`config.mk`:
```
export PLATFORM = sky130hd
export DESIGN_NAME = ppo_top
export DESIGN_NICKNAME = d
export VERILOG_FILES = /design/src/design/ppo_chop_gen.v /design/src/design/ppo_top.v
export VERILOG_INCLUDE_DIRS = /design/src /design/src/design
export SDC_FILE = /design/constraint.sdc
export NUM_CORES = 1
export LEC_CHECK = 0
export ABC_CLOCK_PERIOD_IN_PS = 2820
export BUFFER_PORTS_ARGS = -buffer_cell sky130_fd_sc_hd__buf_4
export CORE_UTILIZATION = 50
export CTS_CLUSTER_DIAMETER = 150
export CTS_CLUSTER_SIZE = 40
export DETAILED_ROUTE_END_ITERATION = 10
export PLACE_DENSITY = 0.73
export SLEW_MARGIN = 30
export SYNTH_ARGS = -nofsm -noshare
export SYNTH_HDL_FRONTEND = slang
export SYNTH_SLANG_ARGS = --single-unit
```
`constraint.sdc`:
```
create_clock -name pclk -period 2.82 [get_ports pclk]
set_clock_uncertainty 0.2 [all_clocks]
set_input_delay 0.282 -clock pclk [delete_from_list [all_inputs] [get_ports pclk]]
set_output_delay 0.282 -clock pclk [all_outputs]
set_load 0.05 [all_outputs]
```
`src/design/ppo_defs.vh`:
```
// Register offsets, field positions, reset values and constants for the pin output stage
`ifndef PPO_DEFS_VH
`define PPO_DEFS_VH

`define PPO_OFS_CHOP 12'h000
`define PPO_OFS_DUTY 12'h004
`define PPO_OFS_IOCON 12'h008
`define PPO_OFS_CTRL 12'h00C
`define PPO_OFS_UNLOCK 12'h010
`define PPO_OFS_STATUS 12'h014

`define PPO_CHOP_EN_BIT 15
`define PPO_CHOP_DIV_HI 9
`define PPO_CHOP_WMASK 16'h83FF

`define PPO_IO_HOWN 15
`define PPO_IO_LOWN 14
`define PPO_IO_HPOL 13
`define PPO_IO_LPOL 12
`define PPO_IO_MODE_HI 11
`define PPO_IO_MODE_LO 10
`define PPO_IO_HOVR 9
`define PPO_IO_LOVR 8
`define PPO_IO_OVD_HI 7
`define PPO_IO_OVD_LO 6
`define PPO_IO_FLD_HI 5
`define PPO_IO_FLD_LO 4
`define PPO_IO_CLD_HI 3
`define PPO_IO_CLD_LO 2
`define PPO_IO_RESET 16'hC000

`define PPO_CTRL_FLTMODE 0
`define PPO_CTRL_LIMMODE 1
`define PPO_CTRL_TBEN 2
`define PPO_CTRL_PRESCALE_LO 4
`define PPO_CTRL_PRESCALE_HI 6

`define PPO_MODE_COMPL 2'h0
`define PPO_MODE_REDUND 2'h1
`define PPO_MODE_PUSHPULL 2'h2

`define PPO_UNLOCK_KEY1 16'h0055
`define PPO_UNLOCK_KEY2 16'h00AA

`endif

```
`src/design/ppo_chop_gen.v`:
```
// Chop clock generator: prescaler followed by a 10-bit divider
`default_nettype none
module ppo_chop_gen #(
   parameter DIV_W = 10
) (
   input wire pclk,
   input wire presetn,
   input wire clk_en,
   input wire enable,
   input wire [2:0] prescale,
   input wire [DIV_W-1:0] divider,
   output reg chop_out
);
   reg [2:0] pre_cnt_r;
   reg [DIV_W-1:0] div_cnt_r;
   wire pre_tick;

   // Prescale setting n divides by n+1; a lowered setting cannot be overrun
   assign pre_tick = (pre_cnt_r >= prescale);

   always @(posedge pclk or negedge presetn) begin
      if (!presetn) begin
         pre_cnt_r <= 3'h0;
         div_cnt_r <= {DIV_W{1'b0}};
         chop_out <= 1'b0;
      end else if (clk_en) begin
         if (!enable) begin
            pre_cnt_r <= 3'h0;
            div_cnt_r <= {DIV_W{1'b0}};
            chop_out <= 1'b0;
         end else if (pre_tick) begin
            pre_cnt_r <= 3'h0;
            // One pulse per chop period keeps the rate exact for odd counts
            if (div_cnt_r >= divider) begin
               div_cnt_r <= {DIV_W{1'b0}};
               chop_out <= 1'b1;
            end else begin
               div_cnt_r <= div_cnt_r + {{(DIV_W-1){1'b0}}, 1'b1};
               chop_out <= 1'b0;
            end
         end else begin
            pre_cnt_r <= pre_cnt_r + 3'h1;
            chop_out <= 1'b0;
         end
      end
   end
endmodule
`default_nettype wire

```
`src/design/ppo_top.v`:
```
// PWM pin output stage with chop clock, master duty and I/O control over APB
//
// Summary of operation
// The chop generator runs only while its enable bit 15 is set.
// Chop rate is the clock over the prescaler, then over the divider plus one.
// A 16-bit read/write master duty value is offered to all generators.
// High-side ownership bit 15 hands the high pin to the PWM, else to the port.
// Low-side ownership bit 14 hands the low pin to the PWM, else to the port.
// High polarity bit 13 makes the high output active-low when set.
// Low polarity bit 12 makes the low output active-low when set.
// Pin-pair mode 00 complementary, 01 redundant, 10 push-pull, 11 reserved.
// High override enable makes the high pin follow override data bit 1.
// Low override enable makes the low pin follow override data bit 0.
// An active fault with fault mode on drives the pins from fault data.
// An active limit with limit mode on drives the pins from limit data.
// Software should not change the pair mode after the time base runs.
// With the lock option set, I/O control writes need the unlock sequence first.
// Fault beats limit, limit beats override, override beats the generator.
// In complementary mode the low output is the inverse of the high one.
`default_nettype none
`include "ppo_defs.vh"
module ppo_top #(
   parameter DIV_W = 10
) (
   input wire pclk,
   input wire presetn,
   input wire clk_en,
   input wire psel,
   input wire penable,
   input wire pwrite,
   input wire [11:0] paddr,
   input wire [31:0] pwdata,
   output reg [31:0] prdata,
   output reg pready,
   output reg pslverr,
   input wire io_write_lock_cfg,
   input wire gen_high,
   input wire gen_low,
   input wire fault_in,
   input wire limit_in,
   input wire gpio_high,
   input wire gpio_low,
   output reg high_output_pin,
   output reg low_output_pin,
   output reg [15:0] master_duty,
   output reg chop_clk,
   output reg time_base_enable
);
   reg [15:0] chop_r;
   reg [15:0] duty_r;
   reg [15:0] iocon_r;
   reg [6:0] ctrl_r;
   reg [1:0] unlock_st_r;
   reg fault_s1_r, fault_s2_r, limit_s1_r, limit_s2_r;
   reg lock_s1_r, lock_s2_r;
   reg locked_write_r;
   wire chop_raw;
   wire setup_ph, access_ph, wr_acc, map_hit;
   wire io_wr_ok;
   reg [15:0] rd_val;
   reg h_pre, l_pre, h_fin, l_fin;

   localparam UNL_IDLE = 2'h0;
   localparam UNL_KEY1 = 2'h1;
   localparam UNL_OPEN = 2'h2;

   function hit;
      input [11:0] a;
      begin
         hit = (a == `PPO_OFS_CHOP) || (a == `PPO_OFS_DUTY) || (a == `PPO_OFS_IOCON) ||
               (a == `PPO_OFS_CTRL) || (a == `PPO_OFS_UNLOCK) || (a == `PPO_OFS_STATUS);
      end
   endfunction

   assign setup_ph = psel && !penable;
   assign access_ph = psel && penable && pready;
   assign wr_acc = access_ph && pwrite && map_hit;
   assign map_hit = hit(paddr);
   // Lock strap is asynchronous, so it is synchronised first
   assign io_wr_ok = !lock_s2_r || (unlock_st_r == UNL_OPEN);

   // Input synchronisers for fault, limit and lock strap
   always @(posedge pclk or negedge presetn) begin
      if (!presetn) begin
         fault_s1_r <= 1'b0;
         fault_s2_r <= 1'b0;
         limit_s1_r <= 1'b0;
         limit_s2_r <= 1'b0;
         lock_s1_r <= 1'b1;
         lock_s2_r <= 1'b1;
      end else if (clk_en) begin
         fault_s1_r <= fault_in;
         fault_s2_r <= fault_s1_r;
         limit_s1_r <= limit_in;
         limit_s2_r <= limit_s1_r;
         lock_s1_r <= io_write_lock_cfg;
         lock_s2_r <= lock_s1_r;
      end
   end

   // APB: no wait states, answer in the cycle after setup
   always @(posedge pclk or negedge presetn) begin
      if (!presetn) begin
         pready <= 1'b0;
         pslverr <= 1'b0;
         prdata <= 32'h0;
      end else if (clk_en) begin
         pready <= setup_ph;
         pslverr <= setup_ph && !hit(paddr);
         if (setup_ph && !pwrite)
            prdata <= {16'h0, rd_val};
      end
   end

   always @* begin
      rd_val = 16'h0;
      case (paddr)
         `PPO_OFS_CHOP: rd_val = chop_r;
         `PPO_OFS_DUTY: rd_val = duty_r;
         `PPO_OFS_IOCON: rd_val = iocon_r;
         `PPO_OFS_CTRL: rd_val = {9'h0, ctrl_r};
         `PPO_OFS_UNLOCK: rd_val = {14'h0, unlock_st_r};
         `PPO_OFS_STATUS: rd_val = {11'h0, locked_write_r, lock_s2_r, limit_s2_r,
                                    fault_s2_r, chop_raw};
         default: rd_val = 16'h0;
      endcase
   end

   // Register writes and unlock sequence
   always @(posedge pclk or negedge presetn) begin
      if (!presetn) begin
         chop_r <= 16'h0;
         duty_r <= 16'h0;
         iocon_r <= `PPO_IO_RESET;
         ctrl_r <= 7'h0;
         unlock_st_r <= UNL_IDLE;
         locked_write_r <= 1'b0;
      end else if (clk_en && wr_acc) begin
         case (paddr)
            `PPO_OFS_CHOP: chop_r <= pwdata[15:0] & `PPO_CHOP_WMASK;
            `PPO_OFS_DUTY: duty_r <= pwdata[15:0];
            `PPO_OFS_IOCON: begin
               if (io_wr_ok) begin
                  iocon_r <= pwdata[15:0];
               end else begin
                  locked_write_r <= 1'b1;
               end
               unlock_st_r <= UNL_IDLE;
            end
            `PPO_OFS_CTRL: ctrl_r <= pwdata[6:0];
            `PPO_OFS_UNLOCK: begin
               case (unlock_st_r)
                  UNL_IDLE: unlock_st_r <= (pwdata[15:0] == `PPO_UNLOCK_KEY1) ?
                                           UNL_KEY1 : UNL_IDLE;
                  UNL_KEY1: unlock_st_r <= (pwdata[15:0] == `PPO_UNLOCK_KEY2) ?
                                           UNL_OPEN : UNL_IDLE;
                  default: unlock_st_r <= UNL_IDLE;
               endcase
            end
            `PPO_OFS_STATUS: locked_write_r <= 1'b0;
            default: unlock_st_r <= unlock_st_r;
         endcase
      end
   end

   ppo_chop_gen #(
      .DIV_W(DIV_W)
   ) u_chop (
      .pclk(pclk),
      .presetn(presetn),
      .clk_en(clk_en),
      .enable(chop_r[`PPO_CHOP_EN_BIT]),
      .prescale(ctrl_r[`PPO_CTRL_PRESCALE_HI:`PPO_CTRL_PRESCALE_LO]),
      .divider(chop_r[DIV_W-1:0]),
      .chop_out(chop_raw)
   );

   // Output priority chain before polarity
   always @* begin
      case (iocon_r[`PPO_IO_MODE_HI:`PPO_IO_MODE_LO])
         `PPO_MODE_COMPL: begin
            h_pre = gen_high;
            l_pre = ~gen_high;
         end
         `PPO_MODE_REDUND: begin
            h_pre = gen_high;
            l_pre = gen_high;
         end
         `PPO_MODE_PUSHPULL: begin
            h_pre = gen_high;
            l_pre = gen_low;
         end
         default: begin
            h_pre = 1'b0;
            l_pre = 1'b0;
         end
      endcase
      if (iocon_r[`PPO_IO_HOVR])
         h_pre = iocon_r[`PPO_IO_OVD_HI];
      if (iocon_r[`PPO_IO_LOVR])
         l_pre = iocon_r[`PPO_IO_OVD_LO];
      if (limit_s2_r && ctrl_r[`PPO_CTRL_LIMMODE]) begin
         h_pre = iocon_r[`PPO_IO_CLD_HI];
         l_pre = iocon_r[`PPO_IO_CLD_LO];
      end
      if (fault_s2_r && ctrl_r[`PPO_CTRL_FLTMODE]) begin
         h_pre = iocon_r[`PPO_IO_FLD_HI];
         l_pre = iocon_r[`PPO_IO_FLD_LO];
      end
      h_fin = iocon_r[`PPO_IO_HOWN] ? (h_pre ^ iocon_r[`PPO_IO_HPOL]) : gpio_high;
      l_fin = iocon_r[`PPO_IO_LOWN] ? (l_pre ^ iocon_r[`PPO_IO_LPOL]) : gpio_low;
   end

   always @(posedge pclk or negedge presetn) begin
      if (!presetn) begin
         high_output_pin <= 1'b0;
         low_output_pin <= 1'b0;
         master_duty <= 16'h0;
         chop_clk <= 1'b0;
         time_base_enable <= 1'b0;
      end else if (clk_en) begin
         high_output_pin <= h_fin;
         low_output_pin <= l_fin;
         master_duty <= duty_r;
         chop_clk <= chop_raw;
         time_base_enable <= ctrl_r[`PPO_CTRL_TBEN];
      end
   end
endmodule
`default_nettype wire

```
==> After elaboration in Yosys (flattened, before gate mapping) <==
Cells that the tools add are included.
{ "op_classes": {"muxes": 25, "eq_ne": 13, "addsub": 2, "order_cmp": 2, "reduce_logical": 34, "n_bitwise": 3} }
{ "ops": {"columns": ["cell", "count"], "rows": [
  ["16-bit case mux with 6 select lines", 1],
  ["10-bit 2-to-1 mux", 3],
  ["12-bit by 4-bit == test with 1-bit output, second input constant", 2],
  ["12-bit by 5-bit == test with 1-bit output, second input constant", 2],
  ["16-bit by 7-bit == test with 1-bit output, second input constant", 1],
  ["16-bit by 8-bit == test with 1-bit output, second input constant", 1],
  ["1-bit 2-to-1 mux", 14],
  ["12-bit by 3-bit == test with 1-bit output, second input constant", 1],
  ["12-bit zero test", 1],
  ["2-bit AND reduction", 6],
  ["10-bit by 1-bit adder with 10-bit output, second input constant", 1],
  ["10-bit >= comparator", 1],
  ["1-bit logical AND", 10],
  ["2-bit case mux with 2 select lines", 2],
  ["1-bit logical OR", 6],
  ["3-bit 2-to-1 mux", 2],
  ["3-bit AND reduction", 2],
  ["2-bit by 1-bit == test with 1-bit output, second input constant", 2],
  ["2-bit == test, second input constant", 2],
  ["1-bit zero test", 4],
  ["2-bit zero test", 2],
  ["2-bit nonzero test", 2],
  ["3-bit by 1-bit adder with 3-bit output, second input constant", 1],
  ["3-bit >= comparator", 1],
  ["8 further kinds", 9]
]} }
{ "word_totals": {"inputBits": 57, "elab_cells": 102, "register_bits": 111, "out_inout_bits": 54} }

==> Logic depth before layout (Yosys ltp) <==
Gate-level depths: netlist (run 1).
{ "logic_depth": {"ltp_word": 9, "ltp_mapped": 8, "ltp_nobuf": 7} }

==> Modules after synthesis <==
From an unflattened synthesis (run 1), not the netlist that was laid out.
{ "hier_totals": {"hier_cells": 471, "area_unflattened_um2": 5652.9} }
{ "by_module_without_submodules": {"columns": ["module", "cells_per_inst", "n_inst", "seq_area_each_um2", "area_each_um2"], "rows": [
  ["ppo_top", 345, 1, 2432.3, 4561.9],
  ["ppo_chop_gen", 126, 1, 350.3, 1091.0]
]} }

==> Least setup slack after synthesis (run 1) <==
No wires, ideal clock.
{ "synth_path": {"path_type": "input -> register", "from": "input paddr[9]", "to": "register duty_r[10]", "n_path_buf": 2, "required_time_ns": 2.495, "setup_time_ns": 0.125, "slack_ns": 0.389, "cell_stages": 7, "arrival_time_ns": 2.106, "path_cell_list": "or4_4 -> nor4_4 -> nand3b_4 -> nor2b_2 -> buf_4 -> buf_8 -> mux2_2"} }
{ "synth_between": {"elab_chain_len": 9, "elab_cells_between_ends": 14, "cone_classes": "eq/ne (5); reduce/logical (9)"} }
{ "synth_lines": {"columns": ["item", "line", "source"], "rows": [
  ["start, declared", "ppo_top.v:31", "input wire [11:0] paddr,"],
  ["12-bit by 3-bit == test with 1-bit output or 12-bit zero test (tied branches)", null, null],
  ["1-bit logical OR (5 in series)", "ppo_top.v:70", "hit = (a == `PPO_OFS_CHOP) || (a == `PPO_OFS_DUTY) || (a == `PPO_OFS_IOCON) ||"],
  ["1-bit logical AND", "ppo_top.v:77", "assign wr_acc = access_ph && pwrite && map_hit;"],
  ["1-bit logical AND", "ppo_top.v:138", "end else if (clk_en && wr_acc) begin"],
  ["2-bit AND reduction (no source line) (*)", null, null],
  ["end signal, assigned", "ppo_top.v:141", "`PPO_OFS_DUTY: duty_r <= pwdata[15:0];"],
  ["end, declared", "ppo_top.v:50", "reg [15:0] duty_r;"]
]} }
Every way passes the cells marked *; elsewhere a longest branch is shown, timed or not.
A chain may end at the register's enable or synchronous reset.

==> Worst setup path in the final report (run 1) <==
{ "layout_path": {"from": "register ctrl_r[4]", "to": "register u_chop.div_cnt_r[6]"} }
{ "layout_between": {"elab_chain_len": 3} }
{ "layout_lines": {"columns": ["item", "line", "source"], "rows": [
  ["start, declared", "ppo_top.v:52", "reg [6:0] ctrl_r;"],
  ["start signal, assigned", "ppo_top.v:150", "`PPO_OFS_CTRL: ctrl_r <= pwdata[6:0];"],
  ["3-bit >= comparator", "ppo_chop_gen.v:19", "assign pre_tick = (pre_cnt_r >= prescale);"],
  ["2-bit by 1-bit != test with 1-bit output (no source line)", null, null],
  ["2-bit AND reduction (no source line)", null, null],
  ["end signal, assigned", "ppo_chop_gen.v:24", "div_cnt_r <= {DIV_W{1'b0}};"],
  ["end signal, assigned", "ppo_chop_gen.v:29", "div_cnt_r <= {DIV_W{1'b0}};"],
  ["end signal, assigned", "ppo_chop_gen.v:35", "div_cnt_r <= {DIV_W{1'b0}};"],
  ["end, declared", "ppo_chop_gen.v:15", "reg [DIV_W-1:0] div_cnt_r;"]
]} }
Every way passes these cells.

==> results of run 1 <==
==> stage by stage <==
step,worst slack [ns],cells
2_1_floorplan,0.389,500
4_1_cts,0.500,735
5_1_grt,0.342,735
3_5_place_dp,0.294,698
6_report,0.503,735
3_3_place_gp,0.340,698
==> final timing paths <==
check,cells after the start,slack (ns),start,end
worst min register to register,2,0.29,prdata[12],prdata[12]
min in group asynchronous,2,0.26,presetn,ctrl_r[3]
max in group asynchronous,3,1.47,presetn,u_chop.pre_cnt_r[0]
worst max register to register,7,0.50,ctrl_r[4],u_chop.div_cnt_r[6]
worst min-delay path,4,0.06,penable,pslverr
worst max-delay path,7,0.50,ctrl_r[4],u_chop.div_cnt_r[6]
==> synth_stat cells, types with 4 or more instances <==
| cell | count |
|---|---|
| dfrtp_1 | 107 |
| mux2_2 | 72 |
| nand2_1 | 46 |
| inv_1 | 20 |
| o21ai_0 | 20 |
| buf_4 | 18 |
| o31ai_1 | 18 |
| clkbuf_1 | 15 |
| ha_1 | 15 |
| nor2_1 | 14 |
| a21oi_1 | 13 |
| nand3_1 | 12 |
| nor2b_1 | 10 |
| mux2i_1 | 9 |
| a22oi_1 | 8 |
| mux4_2 | 7 |
| nand4_1 | 7 |
| nor4_1 | 5 |
| dfstp_2 | 4 |
| nand2b_1 | 4 |
| nand3b_1 | 4 |
==> critical path, stage by stage, from the launching register on <==
cell	delay [ns]
dfrtp_1	0.43
ha_1	0.29
nand2b_1	0.16
a2111oi_0	0.44
buf_4	0.22
or2_2	0.23
nand2_1	0.09
a31oi_1	0.17
==> registers in the layout, indices dropped and copies added, names as in the netlist, 2 cells and up <==
signal and count:
iocon_r 16, u_chop.div_cnt_r 10, u_chop.pre_cnt_r 3, ctrl_r 7
chop_r 11, master_duty 16, unlock_st_r 2, prdata 16
duty_r 16
==> cell families after synthesis <==
kind of cell	after synthesis
compound gates	77
xor+xnor	4
fa+ha+maj	15
buf+inv	57
flops	111
mux	91
other cells	1
simple gates	129
==> cell type report <==
type                       count  area (µm²)  area share
tap                          140         175      0.0258
multi-input combinational    332        2590       0.380
inverter                      20        75.1      0.0110
clock inverter                 6         115      0.0169
sequential                   111        2780       0.409
clock buffer                  10         128      0.0188
timing repair buffer         116         936       0.138
==> layer usage <==
layer / vias up / track usage / wire, µm
met5: - / 0 / 0
met4: 0 / 0.0773 / 150
met3: 13 / 0.0482 / 766
met2: 159 / 0.418 / 6730
met1: 2161 / 0.325 / 5740
li1: 1939 / - / -
==> report_power, final <==
part	total (mW)	switching, mW	internal [mW]
clock	1.15	0.552	0.597
combinational	0.293	0.187	0.106
sequential	1.62	0.0140	1.61
==> run_results.csv, run 1 <==
group,metric,value,unit
logic_synthesis,synth_edf_count,0,
timing,worst_pin_slew,0.682,ns
drt,drc,0,
clock_tree,cts_root_buffer,"clkbuf_8",
cells_and_area,fin_util,0.624,
global_routing,track_usage,0.249,
global_routing,antenna_found_initial,0,
timing,slew_headroom,0.541,
timing,hold_slack,0.0607,ns
drt,initialDrtViolationCount,256,
clock_tree,cts_max_level,3,
global_routing,grt_pass1_wl,21900,µm
drt,num_vias,4272,
logic_synthesis,yosysTopAreaCellShare,0.477,
floorplanning,die_w,108,µm
cells_and_area,mostFrequentLayoutCells,"dfrtp_1 (107), buf_4 (94), mux2_2 (72), nand2_1 (46), dlygate4sd3_1 (21)",
logic_synthesis,yosys_most_used_dff,"dfrtp_1",
place,placedInstanceArea,6340,µm²
logic_synthesis,ys_ff_latch,111,
status,status,"finished clean",
logic_synthesis,synth_area,5610,µm²
critical_path,end_kind,"flip-flop",
logic_synthesis,async_reset_ff_frac,1.00,
drt,postRouteAntennaNets,0,
timing,fmax,432,MHz
clock_tree,post-cts-setup-buffers,0,
logic_synthesis,synth_simple_gate_area_share,0.126,
drt,vias_per_cell,5.81,
cells_and_area,drive_above_1_share,0.339,
floorplanning,dieArea,11700,µm²
drt,drt_wl_total,13400,µm
critical_path,cp_max_fo,11,
place,dpl.hpwl,9880,µm
clock_tree,hold_buffers,21,
logic_synthesis,ys.warnings.count,0,
timing,rsz0062_at_grt,"no",
global_routing,grt.overflow.total,0,
logic_synthesis,synthTopCellsByArea,"dfrtp_1 (48%), mux2_2 (14%), ha_1 (3.3%), nand2_1 (3.1%), mux4_2 (2.8%)",
timing,slew_viol_final,0,
floorplanning,core_area,10900,µm²
clock_tree,numClockSinks,111,
global_routing,grt_pass1_vias,4312,
floorplanning,pin_count,111,
pwr,ir_worst_vdd,236,µV
cells_and_area,antenna_cells,0,
floorplanning,start_util,0.516,
logic_synthesis,syn_avg_cell_area,11.6,µm²
clock_tree,cts_tree,"done",
logic_synthesis,yosysTopAreaCell,"dfrtp_1",
clock_tree,clk_pin_slew,0.10,ns
logic_synthesis,synth_top_family_by_area,"multiplexers",
flow_run,drv_cap,0,
global_routing,grt_max_degree,49,
pwr,p_total,3.07,mW
timing,hold_viol_final,0,
clock_tree,clk_latency,0.38,ns
clock_tree,clk_path_buf_depth,2,
logic_synthesis,synth_cells,485,
logic_synthesis,synth_compound_area_frac,0.0896,
logic_synthesis,synthAdderAreaFrac,0.0334,
logic_synthesis,ys_seq_area_frac,0.496,
place,numPortBuffers,78,
cells_and_area,nFillCells,874,
drt,wl_per_cell,18.2,µm
floorplanning,die_height,108,µm
drt,dr.pass1.iters,5,
floorplanning,rows,38,
timing,fin_crit_sh,0.822,
pwr,power_leakage,3.20,nW
critical_path,worstSetupPathType,"flip-flop to flip-flop",
critical_path,arrival,2.41,ns
pwr,cellPowerDensity,451,nW/µm²
place,finalWeightedCongestion,0.839,
clock_tree,cts_resized,0,
logic_synthesis,synth_xor_area_frac,0.00624,
logic_synthesis,synthMuxAreaShare,0.195,
cells_and_area,fin_nets,662,
logic_synthesis,synth.distinct_cells,59,
critical_path,crit_required,2.91,ns
timing,fin_tns_setup,0,ns
cells_and_area,final_common_cell,"dfrtp_1",
clock_tree,cts_buffers,9,
timing,min_period,2.32,ns
critical_path,cp-start-kind,"flip-flop",
cells_and_area,areaGrowthSynthToFinish,21.1,%
timing,setup_viol,0,
min_path,min_path_type,"input port to flip-flop",
cells_and_area,final_design_area_no_fill,6800,µm²
No activity file was read; power rests on OpenSTA's default activity.
==> inputs of run 2 (changes only) <==
--- a/config.mk
+++ b/config.mk
@@ -6,7 +6,7 @@
 export SDC_FILE = /design/constraint.sdc
 export NUM_CORES = 1
 export LEC_CHECK = 0
-export ABC_CLOCK_PERIOD_IN_PS = 2820
+export ABC_CLOCK_PERIOD_IN_PS = 2390
 export BUFFER_PORTS_ARGS = -buffer_cell sky130_fd_sc_hd__buf_4
 export CORE_UTILIZATION = 50
 export CTS_CLUSTER_DIAMETER = 150
==> constraint.sdc (replaced) <==
create_clock -name pclk -period 2.39 [get_ports pclk]
set_clock_uncertainty 0.2 [all_clocks]
set_input_delay 0.239 -clock pclk [delete_from_list [all_inputs] [get_ports pclk]]
set_output_delay 0.239 -clock pclk [all_outputs]
set_load 0.05 [all_outputs]
==> run_results.csv, run 2 (same netlist as run 1, synthesis figures left out) <==
group,metric,value,unit
status,status,"finished clean",
clock_tree,cts_tree,"done",
critical_path,crit_top_cell,"buf_4",
pwr,cellPowerDensity,500,nW/µm²
min_path,min_path_type,"input port to flip-flop",
timing,hold_slack,0.0355,ns
drt,num_vias,4267,
pwr,power_leakage,3.25,nW
global_routing,grt_max_degree,65,
critical_path,crit_slowest_cell,"dfrtp_1",
critical_path,crit_buf_inv,4,
cells_and_area,final_common_cell,"dfrtp_1",
global_routing,grt.overflow.total,0,
critical_path,end_kind,"flip-flop",
floorplanning,pin_count,111,
cells_and_area,final_design_area_no_fill,6870,µm²
timing,setup_viol,0,
critical_path,crit_required,2.49,ns
timing,fin_tns_setup,0,ns
cells_and_area,stdcell_count,744,
global_routing,track_usage,0.253,
clock_tree,cts_max_level,3,
cells_and_area,drive_above_1_share,0.358,
drt,postRouteAntennaNets,0,
critical_path,crit_chain,"inv_1 > ha_1 > a22o_1 > o41ai_2 > buf_4 > buf_4 > buf_4 > o2111ai_1 > a31oi_1",
place,numPortBuffers,78,
clock_tree,numClockSinks,111,
cells_and_area,mostFrequentLayoutCells,"dfrtp_1 (107), buf_4 (102), mux2_2 (72), nand2_1 (46), dlygate4sd3_1 (21)",
drt,drt_wl_total,13700,µm
place,placed_cells,702,
floorplanning,rows,38,
global_routing,grt_pass1_wl,22300,µm
place,dpl.hpwl,9900,µm
pwr,ir_worst_vdd,339,µV
critical_path,slowest_delay,0.41,ns
critical_path,cp_max_fo,5,
timing,min_period,2.27,ns
clock_tree,clk_path_buf_depth,2,
cells_and_area,fin_util,0.631,
cells_and_area,areaGrowthSynthToFinish,22.3,%
floorplanning,die_height,108,µm
critical_path,arrival,2.37,ns
cells_and_area,fin_nets,671,
clock_tree,clk_latency,0.37,ns
drt,vias_per_cell,5.74,
critical_path,cpLargestDelayFamily,"compound AO/OA/AOI/OAI gates",
timing,fmax,440,MHz
floorplanning,core_area,10900,µm²
timing,slew_viol_final,0,
floorplanning,start_util,0.516,
timing,slew_headroom,0.641,
cells_and_area,antenna_cells,0,
drt,drc,0,
flow_run,drv_cap,0,
place,finalWeightedCongestion,0.867,
floorplanning,dieArea,11700,µm²
global_routing,grt_pass1_vias,4387,
clock_tree,clk_pin_slew,0.10,ns
clock_tree,cts_root_buffer,"clkbuf_8",
global_routing,antenna_found_initial,0,
drt,initialDrtViolationCount,203,
drt,dr.pass1.iters,5,
floorplanning,die_w,108,µm
clock_tree,cts_buffers,9,
timing,worst_pin_slew,0.539,ns
timing,fin_crit_sh,0.950,
timing,hold_viol_final,0,
place,placedInstanceArea,6400,µm²
critical_path,cp-start-kind,"flip-flop",
drt,wl_per_cell,18.4,µm
critical_path,worstSetupPathType,"flip-flop to flip-flop",
run 2: changes by cell type in the layout (fill, tap and decap cells not counted), moves of 2 or more:
cell / change
buf_4: +8
clkinv_2: +2
inv_6: -2
bufinv_16: -2
run 2: per-layer routing:
| metal | global-route usage | part of all wire | wire length, µm | up-vias |
|---|---|---|---|---|
| met2 | 0.404 | 0.48 | 6550 | 174 |
| met1 | 0.341 | 0.42 | 5800 | 2110 |
| met5 | 0 | 0 | 0 | - |
| met3 | 0.0386 | 0.067 | 917 | 32 |
| met4 | 0.117 | 0.030 | 413 | 0 |
| li1 | - | - | - | 1951 |
run 2: layout make-up:
type / instances / area (µm²)
Timing Repair Buffer: 125 / 1020
Clock inverter: 6 / 67.6
Sequential cell: 111 / 2780
Fill cell: 877 / 4020
Clock buffer: 10 / 138
Multi-Input combinational cell: 332 / 2610
Inverter: 20 / 75.1
Tap cell: 140 / 175
run 2: worst paths after layout:
| path | end | start | slack, ns | cells after the start |
|---|---|---|---|---|
| max | u_chop.div_cnt_r[5] | chop_r[3] | 0.12 | 9 |
| min | high_output_pin | gpio_high | 0.04 | 4 |
| max reg2reg | u_chop.div_cnt_r[5] | chop_r[3] | 0.12 | 9 |
| min reg2reg | prdata[13] | prdata[13] | 0.29 | 2 |
| max in group asynchronous | lock_s2_r | presetn | 1.17 | 3 |
| min in group asynchronous | u_chop.div_cnt_r[4] | presetn | 0.12 | 2 |
run 2: worst min-delay path, cell delays in order:
cell	delay (ns)
buf_4	0.08
nor2b_1	0.12
mux2i_1	0.07
o21ai_0	0.07
run 2: where the power goes:
| part | switching [mW] | internal [mW] |
|---|---|---|
| Combinational | 0.219 | 0.127 |
| Sequential | 0.0178 | 1.90 |
| Clock | 0.654 | 0.519 |
| Total | 0.891 | 2.54 |
run 2: repair_timing:
| item | in CTS | in global routing |
|---|---|---|
| endpoints found under the setup margin | 0 | 9 |
| hold buffers | 21 | 0 |
| resized for setup | 0 | 5 |
| buffers inserted | 0 | 5 |
| endpoints found under the hold margin | 109 | 0 |
run 2: per-stage QoR:
| stage | worst slack, ns | total power, mW |
|---|---|---|
| final | 0.120 | 3.44 |
| after global routing | -0.00498 | 3.56 |
| after CTS | 0.117 | 3.46 |
| after detailed placement | -0.0942 | 2.27 |
| after global placement | -0.0521 | 2.26 |
| after floorplan | 0.00244 | 2.14 |
==> inputs of run 3 (changes only) <==
--- a/config.mk
+++ b/config.mk
@@ -6,13 +6,16 @@
 export SDC_FILE = /design/constraint.sdc
 export NUM_CORES = 1
 export LEC_CHECK = 0
+export ABC_AREA = 1
 export ABC_CLOCK_PERIOD_IN_PS = 2390
 export BUFFER_PORTS_ARGS = -buffer_cell sky130_fd_sc_hd__buf_4
 export CORE_UTILIZATION = 50
 export CTS_CLUSTER_DIAMETER = 150
 export CTS_CLUSTER_SIZE = 40
 export DETAILED_ROUTE_END_ITERATION = 10
+export MAX_ROUTING_LAYER = met4
 export PLACE_DENSITY = 0.73
+export SETUP_SLACK_MARGIN = 0.1
 export SLEW_MARGIN = 30
 export SYNTH_ARGS = -nofsm -noshare
 export SYNTH_HDL_FRONTEND = slang
==> run_results.csv, run 3 <==
group,metric,value,unit
timing,hold_viol_final,1,
cells_and_area,areaGrowthSynthToFinish,18.9,%
timing,fmax,474,MHz
global_routing,track_usage,0.261,
place,dpl.hpwl,10600,µm
critical_path,worstSetupPathType,"input port to flip-flop",
logic_synthesis,ys.warnings.count,0,
clock_tree,cts_buffers,9,
logic_synthesis,synth_edf_count,0,
logic_synthesis,synth.distinct_cells,35,
cells_and_area,antenna_cells,0,
drt,vias_per_cell,5.30,
clock_tree,cts_max_level,3,
logic_synthesis,synthTopCellsByArea,"dfrtp_1 (45%), nand2_1 (11%), inv_1 (5.5%), o21ai_0 (4.8%), o21ai_2 (4.8%)",
global_routing,grt.overflow.total,0,
drt,drc,0,
drt,initialDrtViolationCount,423,
global_routing,grt_max_degree,50,
floorplanning,pin_count,111,
global_routing,antenna_found_initial,0,
flow_run,drv_cap,0,
timing,fin_tns_setup,0,ns
cells_and_area,drive_above_1_share,0.246,
status,status,"finished with violations",
timing,layout_setup_ws,0.281,ns
drt,dr.pass1.iters,5,
cells_and_area,mostFrequentLayoutCells,"nand2_1 (166), dfrtp_1 (107), buf_4 (88), inv_1 (86), o21ai_0 (57)",
clock_tree,cts_tree,"done",
logic_synthesis,yosysTopAreaCellShare,0.454,
floorplanning,rows,39,
critical_path,cp_max_fo,22,
logic_synthesis,yosys_most_used_dff,"dfrtp_1",
pwr,ir_worst_vdd,309,µV
pwr,power_leakage,3.45,nW
critical_path,arrival,2.12,ns
timing,slew_viol_final,0,
pwr,switching_share,0.256,
logic_synthesis,synth.most_common_cell,"nand2_1",
logic_synthesis,ys_ff_latch,111,
timing,hold_slack,-0.00119,ns
logic_synthesis,synth_common_cells,"nand2_1 (166), dfrtp_1 (107), inv_1 (86)",
timing,slew_headroom,0.532,
logic_synthesis,async_reset_ff_frac,1.00,
critical_path,end_kind,"flip-flop",
drt,num_vias,4977,
logic_synthesis,syn_avg_cell_area,8.42,µm²
pwr,pwr-share-clk,0.411,
pwr,p_int,2.81,mW
clock_tree,clk_pin_slew,0.08,ns
clock_tree,clk_path_buf_depth,2,
critical_path,cp-start-kind,"input port",
logic_synthesis,yosysTopAreaCell,"dfrtp_1",
pwr,power_frac_comb,0.084,
logic_synthesis,synth_area,5900,µm²
drt,drt_wl_total,14800,µm
floorplanning,core_area,11500,µm²
floorplanning,die_height,111,µm
cells_and_area,final_common_cell,"nand2_1",
floorplanning,die_w,111,µm
pwr,power_switching,966,µW
global_routing,grt_pass1_vias,4841,
timing,rsz0062_at_grt,"yes",
status,violations,"hold timing",
clock_tree,cts_root_buffer,"clkbuf_16",
timing,fin_crit_sh,0.882,
cells_and_area,fin_util,0.611,
timing,worst_pin_slew,0.701,ns
critical_path,crit_required,2.40,ns
cells_and_area,final_design_area_no_fill,7010,µm²
floorplanning,start_util,0.514,
logic_synthesis,ys_seq_area_frac,0.472,
cells_and_area,fin_nets,863,
place,post-place-ws,0.214,ns
timing,setup_viol,0,
place,finalWeightedCongestion,0.893,
timing,min_period,2.11,ns
drt,postRouteAntennaNets,0,
drt,wl_per_cell,15.7,µm
global_routing,grt_pass1_wl,24400,µm
clock_tree,clk_latency,0.36,ns
pwr,cellPowerDensity,539,nW/µm²
floorplanning,dieArea,12200,µm²
clock_tree,numClockSinks,111,
logic_synthesis,synth_cells,700,
place,numPortBuffers,78,
min_path,min_path_type,"input port to flip-flop",
place,placedInstanceArea,6580,µm²
pwr,power_frac_seq,0.505,
## run 3: area by class of cell
class,count,area [µm²]
repair buffers,102,821
flip-flops and latches,111,2780
clock inverters,7,80.1
clock buffers,9,225
inverters,91,342
multi-input cells,476,2580
fillers,973,4460
well taps,143,179
## run 3: repair_timing
action,4_1_cts,5_1_grt
buffers inserted,0,1
endpoints found under the setup margin,0,7
gates resized for setup,0,1
hold buffers,12,0
endpoints found under the hold margin,51,0
## run 3: final timing paths
| check | startpoint | to | slack [ns] | cells after the start |
|---|---|---|---|---|
| max | clk_en | chop_r[1] | 0.28 | 7 |
| min | gpio_low | low_output_pin | -0.001 | 5 |
| max reg2reg | u_chop.div_cnt_r[3] | u_chop.div_cnt_r[9] | 0.28 | 8 |
| min reg2reg | lock_s1_r | lock_s1_r | 0.26 | 2 |
| max in group asynchronous | presetn | iocon_r[15] | 0.98 | 3 |
| min in group asynchronous | presetn | prdata[5] | 0.21 | 2 |
## run 3: kinds of logic after synthesis
group | after synthesis | share of synthesized area
flip-flops | 111 | 0.472
AND/OR/NAND/NOR | 316 | 0.253
adder cells (fa/ha/maj) | 15 | 0.0318
XOR/XNOR | 7 | 0.0104
AO/OA/AOI/OAI | 122 | 0.132
other | 1 | 0.000636
buffers and inverters | 128 | 0.100
## run 3: power by group through the flow
stage	Combinational (mW)	Clock [mW]	Sequential (mW)
after floorplan	0.160	0	1.96
after global placement	0.297	0	1.94
after detailed placement	0.303	0	1.94
after CTS	0.319	1.58	1.91
after global routing	0.345	1.64	1.91
final	0.317	1.55	1.91
## run 3: layer usage
layer / up-vias / part of all wire / wire length (µm) / track usage
met5: - / 0 / 0 / -
met4: 0 / 0.021 / 315 / 0.108
met3: 23 / 0.053 / 782 / 0.0241
met2: 167 / 0.47 / 6950 / 0.398
met1: 2368 / 0.46 / 6740 / 0.360
li1: 2419 / - / - / -
## run 3: worst max-delay path: stages
cell           delay [ns]
dlygate4sd3_1        0.52
buf_4                0.22
inv_1                0.11
nor2_4               0.23
nand2_1              0.46
nand2_1              0.20
o21ai_0              0.12
## run 3: through the flow
stage,hold slack (ns),std cells,total power [mW]
5_1_grt,0.0233,939,3.89
6_report,-0.00119,939,3.78
3_3_place_gp,0.0480,910,2.24
3_5_place_dp,0.0568,910,2.25
4_1_cts,0.00183,938,3.80
2_1_floorplan,-0.257,715,2.12
